<file path="config.mk">
export PLATFORM = sky130hd
export DESIGN_NAME = aop_port
export DESIGN_NICKNAME = d
export VERILOG_FILES = /design/src/logic/aop_pkg.sv /design/src/logic/aop_port.sv /design/src/logic/aop_fifo.sv
export SDC_FILE = /design/constraint.sdc
export NUM_CORES = 1
export LEC_CHECK = 0
export ABC_AREA = 1
export BUFFER_PORTS_ARGS = -buffer_cell sky130_fd_sc_hd__buf_2
export CORE_MARGIN = 4
export CORE_UTILIZATION = 30
export CTS_CLUSTER_DIAMETER = 60
export DETAILED_ROUTE_END_ITERATION = 7
export GPL_TIMING_DRIVEN = 0
export PLACE_DENSITY = 0.46
export RECOVER_POWER = 50
export SLEW_MARGIN = 15
export SYNTH_ARGS = -nofsm -noshare
export SYNTH_HDL_FRONTEND = slang
export SYNTH_SLANG_ARGS = --single-unit
</file>
<file path="constraint.sdc">
create_clock -name i_clock -period 1.7 [get_ports i_clock]
set_input_delay 0.255 -clock i_clock [delete_from_list [all_inputs] [get_ports i_clock]]
set_output_delay 0.255 -clock i_clock [all_outputs]
set_load 0.02 [all_outputs]
</file>
<file path="src/logic/aop_pkg.sv">
// Purpose: shared constants for the converter output and register port
// Assumes: one 200 MHz clock, synchronous active-high reset
// Notes: register index is the value on the two top bus lines
package aop_pkg;
  localparam int DATA_W = 10;
  localparam int FIFO_DEPTH = 16;
  localparam int FIFO_AW = 4;
  // register addresses on bus lines 9:8
  localparam logic [1:0] ADDR_CLAMP_LOW = 2'h0;
  localparam logic [1:0] ADDR_CLAMP_HIGH = 2'h1;
  localparam logic [1:0] ADDR_SETUP = 2'h2;
  localparam logic [1:0] ADDR_RESERVED = 2'h3;
  // reset values
  localparam logic [7:0] CLAMP_LOW_RESET = 8'h00;
  localparam logic [1:0] CLAMP_HIGH_RESET = 2'h0;
  localparam logic [7:0] SETUP_RESET = 8'h01;
  // setup field positions
  localparam int GAIN_LSB = 0;
  localparam int GAIN_MSB = 2;
  localparam int SLEEP_BIT = 3;
  localparam int CLAMP_SRC_BIT = 4;
  localparam int SIGNED_BIT = 5;
  localparam int CLAMP_OFF_BIT = 6;
  localparam int ADDR_MSB = 9;
  localparam int ADDR_LSB = 8;
  localparam logic [9:0] SIGN_FLIP = 10'h200;
  typedef enum logic [1:0] {
    AOP_IDLE = 2'b00,
    AOP_STROBE = 2'b01
  } aop_wr_state_t;
endpackage

</file>
<file path="src/logic/aop_port.sv">
// Purpose: digital output and write-only register port of a 10-bit converter
// Assumes: pins sampled through two flops; core samples arrive on i_clock
// Notes: registers cannot be read back; outputs are registered
//
// Overview of operation
// - output enable low drives result, bit0 LSB
// - over-range flag driven only while enabled
// - unsigned default, two's complement when bit5 set
// - output enable high releases bus and flag
// - strobe high then low latches bus value, only while output enable is high
// - lines 9:8 address low, high, setup
// - registers are write-only, no readback path
// - low holds code 7:0, high 9:8
// - gain code bits 2:0, resets to 001
// - bit 3 requests sleep, resets zero
// - bit 4 selects clamp source, resets zero
// - bit 6 turns clamp off, resets zero
// - clamp code spans full 0..1023 range
// - clamp pin high forces input to reference
`timescale 1ns/1ps
`default_nettype none
module aop_port (
  input wire logic i_clock, // 200 MHz clock
  input wire logic i_rst, // sync reset, active high
  input wire logic [aop_pkg::DATA_W-1:0] i_sample, // raw core result, offset binary
  input wire logic i_sample_over, // core over-range for this sample
  input wire logic i_sample_valid, // core result strobe
  output logic o_sample_ready, // fifo has room, stalls core
  input wire logic i_output_enable_n, // output enable pin, active low
  input wire logic i_write_strobe, // latch strobe pin
  input wire logic [aop_pkg::DATA_W-1:0] i_bus, // bus lines, input side
  output logic [aop_pkg::DATA_W-1:0] o_bus, // bus lines, output side
  output logic o_bus_oe, // bus driver enable
  output logic o_over_range_flag, // over-range pin level
  output logic o_over_range_flag_oe, // over-range driver enable
  input wire logic i_clamp_pin, // clamp control pin
  output logic [aop_pkg::DATA_W-1:0] o_clamp_code, // clamp dac code
  output logic [2:0] o_gain_code, // amplifier gain code
  output logic o_sleep_request, // converter power-down
  output logic o_clamp_source_select, // 1 = internal dac
  output logic o_clamp_off, // clamp circuit disabled
  output logic o_clamp_active // clamp switch closed
);
  import aop_pkg::*;

  logic [1:0] oe_n_sync;
  logic [1:0] wr_sync;
  logic [1:0] clamp_sync;
  logic [DATA_W-1:0] bus_meta;
  logic [DATA_W-1:0] bus_sync;
  logic [7:0] clamp_code_low;
  logic [1:0] clamp_code_high;
  logic [7:0] converter_setup;
  aop_wr_state_t wr_state;
  aop_wr_state_t next_wr_state;
  logic write_fire;
  logic [DATA_W:0] fifo_out;
  logic fifo_valid;
  logic fifo_take;
  logic [DATA_W-1:0] next_bus;
  logic [1:0] write_addr;
  logic [7:0] write_data;
  logic sel_low;
  logic sel_high;
  logic sel_setup;
  logic outputs_on;

  // enable pin through two flops; reset value matches the released pin,
  // so no false enable follows reset
  always_ff @(posedge i_clock)
  begin
    if (i_rst)
    begin
      oe_n_sync <= 2'h3;
    end
    else
    begin
      oe_n_sync <= {oe_n_sync[0], i_output_enable_n};
    end
  end

  // strobe pin through two flops; idle low, so no false fall after reset
  always_ff @(posedge i_clock)
  begin
    if (i_rst)
    begin
      wr_sync <= 2'h0;
    end
    else
    begin
      wr_sync <= {wr_sync[0], i_write_strobe};
    end
  end

  // clamp pin through two flops
  always_ff @(posedge i_clock)
  begin
    if (i_rst)
    begin
      clamp_sync <= 2'h0;
    end
    else
    begin
      clamp_sync <= {clamp_sync[0], i_clamp_pin};
    end
  end

  // bus lines through two flops; same delay as the strobe, so the word
  // and its strobe edge line up; lines may skew, but the host holds them
  always_ff @(posedge i_clock)
  begin
    if (i_rst)
    begin
      bus_meta <= '0;
      bus_sync <= '0;
    end
    else
    begin
      bus_meta <= i_bus;
      bus_sync <= bus_meta;
    end
  end

  // one copy of the synchronised enable feeds every consumer
  assign outputs_on = !oe_n_sync[1];

  // write strobe tracker: capture on the falling edge of the strobe
  always_comb
  begin
    next_wr_state = wr_state;
    write_fire = 1'b0;
    case (wr_state)
      AOP_IDLE:
      begin
        if (wr_sync[1] && oe_n_sync[1])
        begin
          next_wr_state = AOP_STROBE;
        end
      end
      AOP_STROBE:
      begin
        if (!wr_sync[1])
        begin
          next_wr_state = AOP_IDLE;
          write_fire = oe_n_sync[1];
        end
      end
      default:
      begin
        next_wr_state = AOP_IDLE;
      end
    endcase
  end

  always_ff @(posedge i_clock)
  begin
    if (i_rst)
    begin
      wr_state <= AOP_IDLE;
    end
    else
    begin
      wr_state <= next_wr_state;
    end
  end

  // the two top lines pick the register; the low byte is its data
  assign write_addr = bus_sync[ADDR_MSB:ADDR_LSB];
  assign write_data = bus_sync[7:0];

  // address decode; the reserved code selects nothing, so such a write
  // is dropped rather than landing in a neighbour
  always_comb
  begin
    sel_low = 1'b0;
    sel_high = 1'b0;
    sel_setup = 1'b0;
    if (write_addr == ADDR_CLAMP_LOW)
    begin
      sel_low = write_fire;
    end
    else if (write_addr == ADDR_CLAMP_HIGH)
    begin
      sel_high = write_fire;
    end
    else if (write_addr == ADDR_SETUP)
    begin
      sel_setup = write_fire;
    end
  end

  // clamp code low byte; data is held past the strobe fall, so the
  // bus copy taken at the synchronised fall is stable
  always_ff @(posedge i_clock)
  begin
    if (i_rst)
    begin
      clamp_code_low <= CLAMP_LOW_RESET;
    end
    else if (sel_low)
    begin
      clamp_code_low <= write_data;
    end
  end

  // clamp code top bits; the upper six data lines are ignored
  always_ff @(posedge i_clock)
  begin
    if (i_rst)
    begin
      clamp_code_high <= CLAMP_HIGH_RESET;
    end
    else if (sel_high)
    begin
      clamp_code_high <= write_data[1:0];
    end
  end

  // setup word; bit 7 is stored but drives nothing
  always_ff @(posedge i_clock)
  begin
    if (i_rst)
    begin
      converter_setup <= SETUP_RESET;
    end
    else if (sel_setup)
    begin
      converter_setup <= write_data;
    end
  end

  // clamp dac code, registered so the dac sees one clean step per write
  always_ff @(posedge i_clock)
  begin
    if (i_rst)
    begin
      o_clamp_code <= {CLAMP_HIGH_RESET, CLAMP_LOW_RESET};
    end
    else
    begin
      o_clamp_code <= {clamp_code_high, clamp_code_low};
    end
  end

  // setup fields, registered from the stored word
  always_ff @(posedge i_clock)
  begin
    if (i_rst)
    begin
      o_gain_code <= SETUP_RESET[GAIN_MSB:GAIN_LSB];
      o_sleep_request <= 1'b0;
      o_clamp_source_select <= 1'b0;
      o_clamp_off <= 1'b0;
    end
    else
    begin
      o_gain_code <= converter_setup[GAIN_MSB:GAIN_LSB];
      o_sleep_request <= converter_setup[SLEEP_BIT];
      o_clamp_source_select <= converter_setup[CLAMP_SRC_BIT];
      o_clamp_off <= converter_setup[CLAMP_OFF_BIT];
    end
  end

  // clamp acts only while pin high and circuit not disabled
  always_ff @(posedge i_clock)
  begin
    if (i_rst)
    begin
      o_clamp_active <= 1'b0;
    end
    else
    begin
      o_clamp_active <= clamp_sync[1] && !converter_setup[CLAMP_OFF_BIT];
    end
  end

  // sample buffer; drains only while outputs are enabled, so it
  // fills and stalls the core while the host owns the bus
  aop_fifo #(
    .WIDTH(DATA_W + 1),
    .DEPTH(FIFO_DEPTH),
    .AW(FIFO_AW)
  ) u_fifo (
    .i_clock(i_clock),
    .i_rst(i_rst),
    .i_data({i_sample_over, i_sample}),
    .i_valid(i_sample_valid),
    .o_ready(o_sample_ready),
    .o_data(fifo_out),
    .o_valid(fifo_valid),
    .i_ready(fifo_take)
  );

  assign fifo_take = outputs_on;

  // output coding: flipping the msb turns offset binary into two's complement
  always_comb
  begin
    if (converter_setup[SIGNED_BIT])
    begin
      next_bus = fifo_out[DATA_W-1:0] ^ SIGN_FLIP;
    end
    else
    begin
      next_bus = fifo_out[DATA_W-1:0];
    end
  end

  // result driver; no register value ever reaches o_bus, which keeps the
  // registers write-only; the last result stands while the fifo is empty
  always_ff @(posedge i_clock)
  begin
    if (i_rst)
    begin
      o_bus <= '0;
    end
    else if (outputs_on && fifo_valid)
    begin
      o_bus <= next_bus;
    end
  end

  // over-range flag travels with its sample
  always_ff @(posedge i_clock)
  begin
    if (i_rst)
    begin
      o_over_range_flag <= 1'b0;
    end
    else if (outputs_on && fifo_valid)
    begin
      o_over_range_flag <= fifo_out[DATA_W];
    end
  end

  // driver enables follow the synchronised enable pin; the host must
  // release first, since the three-flop delay (two sync flops and the enable flop) leaves a short overlap
  always_ff @(posedge i_clock)
  begin
    if (i_rst)
    begin
      o_bus_oe <= 1'b0;
      o_over_range_flag_oe <= 1'b0;
    end
    else
    begin
      o_bus_oe <= !oe_n_sync[1];
      o_over_range_flag_oe <= !oe_n_sync[1];
    end
  end
endmodule // aop_port
`default_nettype wire

</file>
<file path="src/logic/aop_fifo.sv">
// Purpose: small synchronous fifo for conversion samples
// Assumes: single clock, synchronous active-high reset
// Notes: full and empty derive from a count, so no slot is wasted
`timescale 1ns/1ps
`default_nettype none
module aop_fifo #(
  parameter int WIDTH = 11,
  parameter int DEPTH = 16,
  parameter int AW = 4
) (
  input wire logic i_clock, // system clock
  input wire logic i_rst, // sync reset
  input wire logic [WIDTH-1:0] i_data, // write data
  input wire logic i_valid, // write request
  output logic o_ready, // not full
  output logic [WIDTH-1:0] o_data, // head word
  output logic o_valid, // not empty
  input wire logic i_ready // read accept
);
  logic [WIDTH-1:0] mem [DEPTH];
  logic [AW-1:0] wr_ptr;
  logic [AW-1:0] rd_ptr;
  logic [AW:0] count;
  logic [AW:0] next_count;
  logic push;
  logic pop;

  // handshakes on both sides
  assign o_valid = (count != '0);
  assign push = i_valid && o_ready;
  assign pop = o_valid && i_ready;
  assign o_data = mem[rd_ptr];

  // storage, flip-flops addressed by index
  always_ff @(posedge i_clock)
  begin
    if (push)
    begin
      mem[wr_ptr] <= i_data;
    end
  end

  // pointers and occupancy
  always_ff @(posedge i_clock)
  begin
    if (i_rst)
    begin
      wr_ptr <= '0;
      rd_ptr <= '0;
      count <= '0;
    end
    else
    begin
      if (push)
      begin
        wr_ptr <= wr_ptr + 1'b1;
      end
      if (pop)
      begin
        rd_ptr <= rd_ptr + 1'b1;
      end
      count <= next_count;
    end
  end

  // next occupancy, shared by the counter and the registered ready
  always_comb
  begin
    next_count = count;
    if (push && !pop)
    begin
      next_count = count + 1'b1;
    end
    else if (pop && !push)
    begin
      next_count = count - 1'b1;
    end
  end

  // ready from a flop, so the core sees a clean stall signal; it is
  // worked out from the next count and so has no extra cycle of lag
  always_ff @(posedge i_clock)
  begin
    if (i_rst)
    begin
      o_ready <= 1'b1;
    end
    else
    begin
      o_ready <= (next_count != (AW+1)'(DEPTH));
    end
  end
endmodule // aop_fifo
`default_nettype wire

</file>
[Yosys cells after proc, flatten, opt, wreduce, memory -nomap -nowiden]
Memory sizes are Yosys's and may differ from the RTL's. A register that Yosys moved wholly into a read port is not among the register bits.
Cells that the tools add are included.
Word-level totals
  flip-flop bits (word level): 88
  RAM bits: 176
  output and inout bits: 31
  logic and storage cells: 66
  memories: 1
Memories
  u_fifo.mem: words 16, bits a word 11, rd ports 1, clocked after memory_dff 1, write ports 1, RTL line aop_fifo.sv:20  | logic [WIDTH-1:0] mem [DEPTH];
Operators by class
  add/subtract/negate cells: 4
  eq/ne operators: 6
  multiplexer cells: 18
  bitwise operators: 1
  reductions and logical operators: 14
Operators by type and width (count)
  1-bit 2-to-1 mux: 10
  10-bit 2-to-1 mux: 1
  5-bit 2-to-1 mux: 2
  4-bit by 1-bit adder with 4-bit output, second input constant: 2
  4-bit 2-to-1 mux: 2
  1-bit logical AND: 6
  5-bit by 1-bit adder with 5-bit output, second input constant: 1
  5-bit inequality test, second input constant: 1
  5-bit nonzero test: 1
  5-bit by 1-bit subtractor with 5-bit output, second input constant: 1
  2-bit by 1-bit == test with 1-bit output, second input constant: 2
  1-bit logical NOT: 4
  2-bit logical NOT: 2
  2-bit 2-to-1 mux: 2
  2-bit inequality test, second input constant: 2
  2-bit one-hot mux with 2 select lines: 1
  2-bit == test, second input constant: 1
  2-bit AND reduction: 1
  1-bit inverter: 1

[Depth between registers and ports, before layout]
  word-level depth: 6
  mapped depth: 13
  mapped depth without buffers: 11

[Modules after synthesis]
From an unflattened synthesis, not the netlist that was laid out.
Unflattened totals
  cells, all modules: 903
  area total of the unflattened synthesis: 10241.1 sq um
Modules (own cells, without submodules)
  aop_fifo: times used 1, cells each 607, area an instance 7805.0 sq um, seq. area each 5645.4 sq um
  aop_port: times used 1, cells each 296, area an instance 2436.1 sq um, seq. area each 1461.4 sq um

[Least setup slack after synthesis]
No wires, ideal clock.
  path kind: register to register
  start point: register u_fifo.o_ready
  end point: memory u_fifo.mem[4][0], enable pin
  data arrival time: 1405 ps
  data required time: 1322 ps
  slack: -83 ps
  stages on the path, launching flop included: 5
  buffers on the path: 0
  clock period less this slack: 1783 ps
  path through: dfxtp_1 -> nand2_1 -> inv_1 -> nand2_1 -> nor2_1
Between the ends
  cells in the longest elaborated chain, start to end: 3
RTL lines
  from (decl): RTL line aop_fifo.sv:15  | output logic o_ready,
  from (signal assigned): RTL line aop_fifo.sv:90  | o_ready <= (next_count != (AW+1)'(DEPTH));
  1-bit logical AND: RTL line aop_fifo.sv:30  | assign push = i_valid && o_ready;
  1-bit 2-to-1 mux: RTL line aop_fifo.sv:37  | if (push)
  1-bit 2-to-1 mux (not written as such): RTL line aop_fifo.sv:39  | mem[wr_ptr] <= i_data;
  to (decl): RTL line aop_fifo.sv:20
Every way passes these cells.

==> out/qor.yml <==
drv_slew: 0
hold_start: "i_rst"
synth_top_cell_by_area: "edfxtp_1"
synth_edf_count: 176
post-route-period-util: 0.9620
setup_viol: 0
routed_wirelength_um: 25630
cts-root-buf: "clkbuf_16"
path_clk_slew_ns: 0.06
endpoint_kind: "register"
synthAdderAreaFrac: 0.008597
path_cells: "buf_6, buf_2, nor2_1, nor2_1, o21ai_2, o211ai_1, nand3_1, nand3_1, nand2_1, inv_1"
crit_arrival_ns: 2.13
post-place-ws_ns: -0.6353
r2r_slack_ns: 0.06
r2r_cells: 10
antenna_left: 0
die_y_um: 192.3
maxCapViolations: 0
grt_pass1_wl_um: 38780
yosys.area_share.simple: 0.1351
fin_ws_ns: 0.06453
portBuffers: 56
synth_cells: 928
cpPeakStageDelay_ns: 0.32
grt_pass1_vias: 6889
async_flop_share: 0
antennaDiodeCount: 0
hpwl_um: 17150
hp-class: "in -> reg"
die-area_um2: 36970
worstSetupPathType: "reg -> reg"
clock_path_buffers: 3
cp_slowest_cell: "dfxtp_1"
yosysSeqAreaShare: 0.6976
synth.most_common_cell: "nor2_1"
hold_viol: 0
outcome: "finished, final reports clean"
critPathTopFamily: "simple AND/OR/NAND/NOR gates"
clock-skew-final_ns: 0.01456
nets: 1079
synth_top_area_frac: 0.5188
yosys_warnings: 0
drt_pass1_iterations: 5
worstPathRequired_ns: 2.19
start_util: 0.3038
drive_above_1_share: 0.1667
die_w_um: 192.3
final_cells: 1516
vias: 6931
synth-main-ff-cell: "edfxtp_1"
synth_top_family_by_area: "simple AND/OR/NAND/NOR gates"
finish.instance_area_um2: 12610
fmaxAchievable_mhz: 611.4
rsz0062_at_grt: "true"
via_per_inst: 4.572
synth_compound_area_frac: 0.09482
powerDensity_nw_per_um2: 1152
critPathBufInv: 3
utilization: 0.3760
wl_per_cell_um: 16.91
grt_usage: 0.1377
ys_seq_elements: 267
max_slew_margin: 0.3596
rows: 67
placed_cells: 1432
dpl_cell_area_um2: 11030
worst_pin_slew_ns: 0.9606
crit_path_max_fanout: 10
htree_num_levels: 1
r2r_end: "o_bus[1]$_SDFFE_PP0N_"
drc: 0
clk_latency_ns: 0.55
cts_sinks: 267
ys_types: 30
synth.area.mux_share: 0
ir_worst_vdd_uv: 808.7
yosys-top-cells-count: "214 x nor2_1, 176 x edfxtp_1, 92 x inv_1"
tns_ns: 0
io_pins: 58
layout-area-overhead-vs-synth_pct: 23.78
synth_nets: 962
leakage_nw: 4.663
hold_path_end: "u_fifo.count[4]$_SDFF_PP0_"
min_period_ns: 1.635
holdPathStages: 2
grt_max_degree: 17
cts_inserted_buffers: 30
cts_tree: "done"
grt_overflow_total: 0
core_um2: 33530
syn_area_um2: 10190
place_congestion: 0.7620
antenna_found_initial: 0
synthTopCellsByArea: "edfxtp_1 52%, dfxtp_1 18%, nor2_1 7.9%, o21ai_0 3.7%, inv_1 3.4%"
syn_area_per_cell_um2: 10.98
startpoint_type: "register"
synth_xor_area_frac: 0.002579
initialDrtViolationCount: 350
area by class of cell:
type                            instances  area, µm²
Timing Repair Buffer                   86      686.9
Tap cell                              448      560.5
Multi-Input combinational cell        519       2613
Clock buffer                           48      878.3
Buffer                                 47      304.0
Fill cell                            3348      20920
Sequential cell                       267       7109
Inverter                               94      357.8
Clock inverter                          7      100.1
layout by cell type (no fill, tap or decap), types with 2 or more instances in the layout:
| master | instances |
|---|---|
| a21oi_1 | 23 |
| clkinv_2 | 2 |
| bufinv_16 | 2 |
| clkbuf_1 | 35 |
| nand2_1 | 51 |
| or2_2 | 2 |
| nor2_1 | 196 |
| xor2_1 | 2 |
| buf_12 | 14 |
| o211ai_1 | 41 |
| ha_1 | 7 |
| nor2_2 | 3 |
| o21ai_0 | 62 |
| nand3_1 | 52 |
| buf_6 | 9 |
| clkbuf_16 | 30 |
| nor3_1 | 6 |
| o21ai_1 | 42 |
| dfxtp_1 | 89 |
| nand2_4 | 2 |
| nor2_4 | 16 |
| clkbuf_8 | 6 |
| edfxtp_1 | 176 |
| nand3_2 | 4 |
| buf_4 | 8 |
| buf_2 | 55 |
| dfxtp_2 | 2 |
| clkbuf_2 | 10 |
| inv_4 | 3 |
| nand2_2 | 4 |
| dlygate4sd3_1 | 13 |
| inv_1 | 91 |
registers in the layout, summed over array words and instances (netlist names), 2 cells and up, named ones only:
name,count
clamp_code_high,2
bus_sync,10
u_fifo.wr_ptr,4
o_gain_code,3
u_fifo.rd_ptr,4
clamp_sync,2
converter_setup,7
oe_n_sync,2
u_fifo.count,5
clamp_code_low,8
u_fifo.mem,176
bus_meta,10
wr_sync,2
o_bus,10
o_clamp_code,10
cell families after synthesis:
logic type	count (synthesis)
XOR/XNOR	3
AO/OA/AOI/OAI	171
adder cells (fa/ha/maj)	7
buffers and inverters	142
flip-flops	267
AND/OR/NAND/NOR	338
how the worst max path moves through the flow:
stage / cells after the start / to / slack [ns]
2_1_floorplan: 4 / u_fifo.mem[4][0]$_DFFE_PP_ / -0.08
3_3_place_gp: 5 / u_fifo.mem[0][2]$_DFFE_PP_ / -0.61
3_5_place_dp: 5 / u_fifo.mem[0][2]$_DFFE_PP_ / -0.64
4_1_cts: 5 / u_fifo.mem[13][10]$_DFFE_PP_ / -0.10
5_1_grt: 9 / o_bus[8]$_SDFFE_PP0N_ / -0.05
6_report: 10 / o_bus[1]$_SDFFE_PP0N_ / 0.06
timing repair:
item | 4_1_cts | 5_1_grt
setup buffers | 12 | 5
endpoints found under the hold margin | 13 | 0
hold buffers | 13 | 0
pin swaps | 11 | 4
endpoints found under the setup margin | 189 | 163
gates resized for setup | 48 | 35
stage by stage:
| step | hold slack, ns | power [W] |
|---|---|---|
| final | 0.1808 | 0.01453 |
| after global routing | 0.2035 | 0.01506 |
| after detailed placement | 0.3939 | 0.008216 |
| after CTS | 0.07258 | 0.01468 |
| after floorplan | 0.3539 | 0.007832 |
| after global placement | 0.3924 | 0.008211 |
where the power goes:
| group | internal [W] | switching, W | leakage [nW] |
|---|---|---|---|
| Sequential | 0.00705 | 0.0000601 | 2.33 |
| Combinational | 0.000358 | 0.000696 | 1.86 |
| Clock | 0.00383 | 0.00253 | 0.475 |
layer usage:
metal,share of wire,routed length (µm),global-route usage
met1,0.44,11160,0.1732
met2,0.48,12420,0.2379
met3,0.047,1201,0.02641
met4,0.033,850,0.04717
met5,0,0,0
Power figures use the tool's default switching activity.
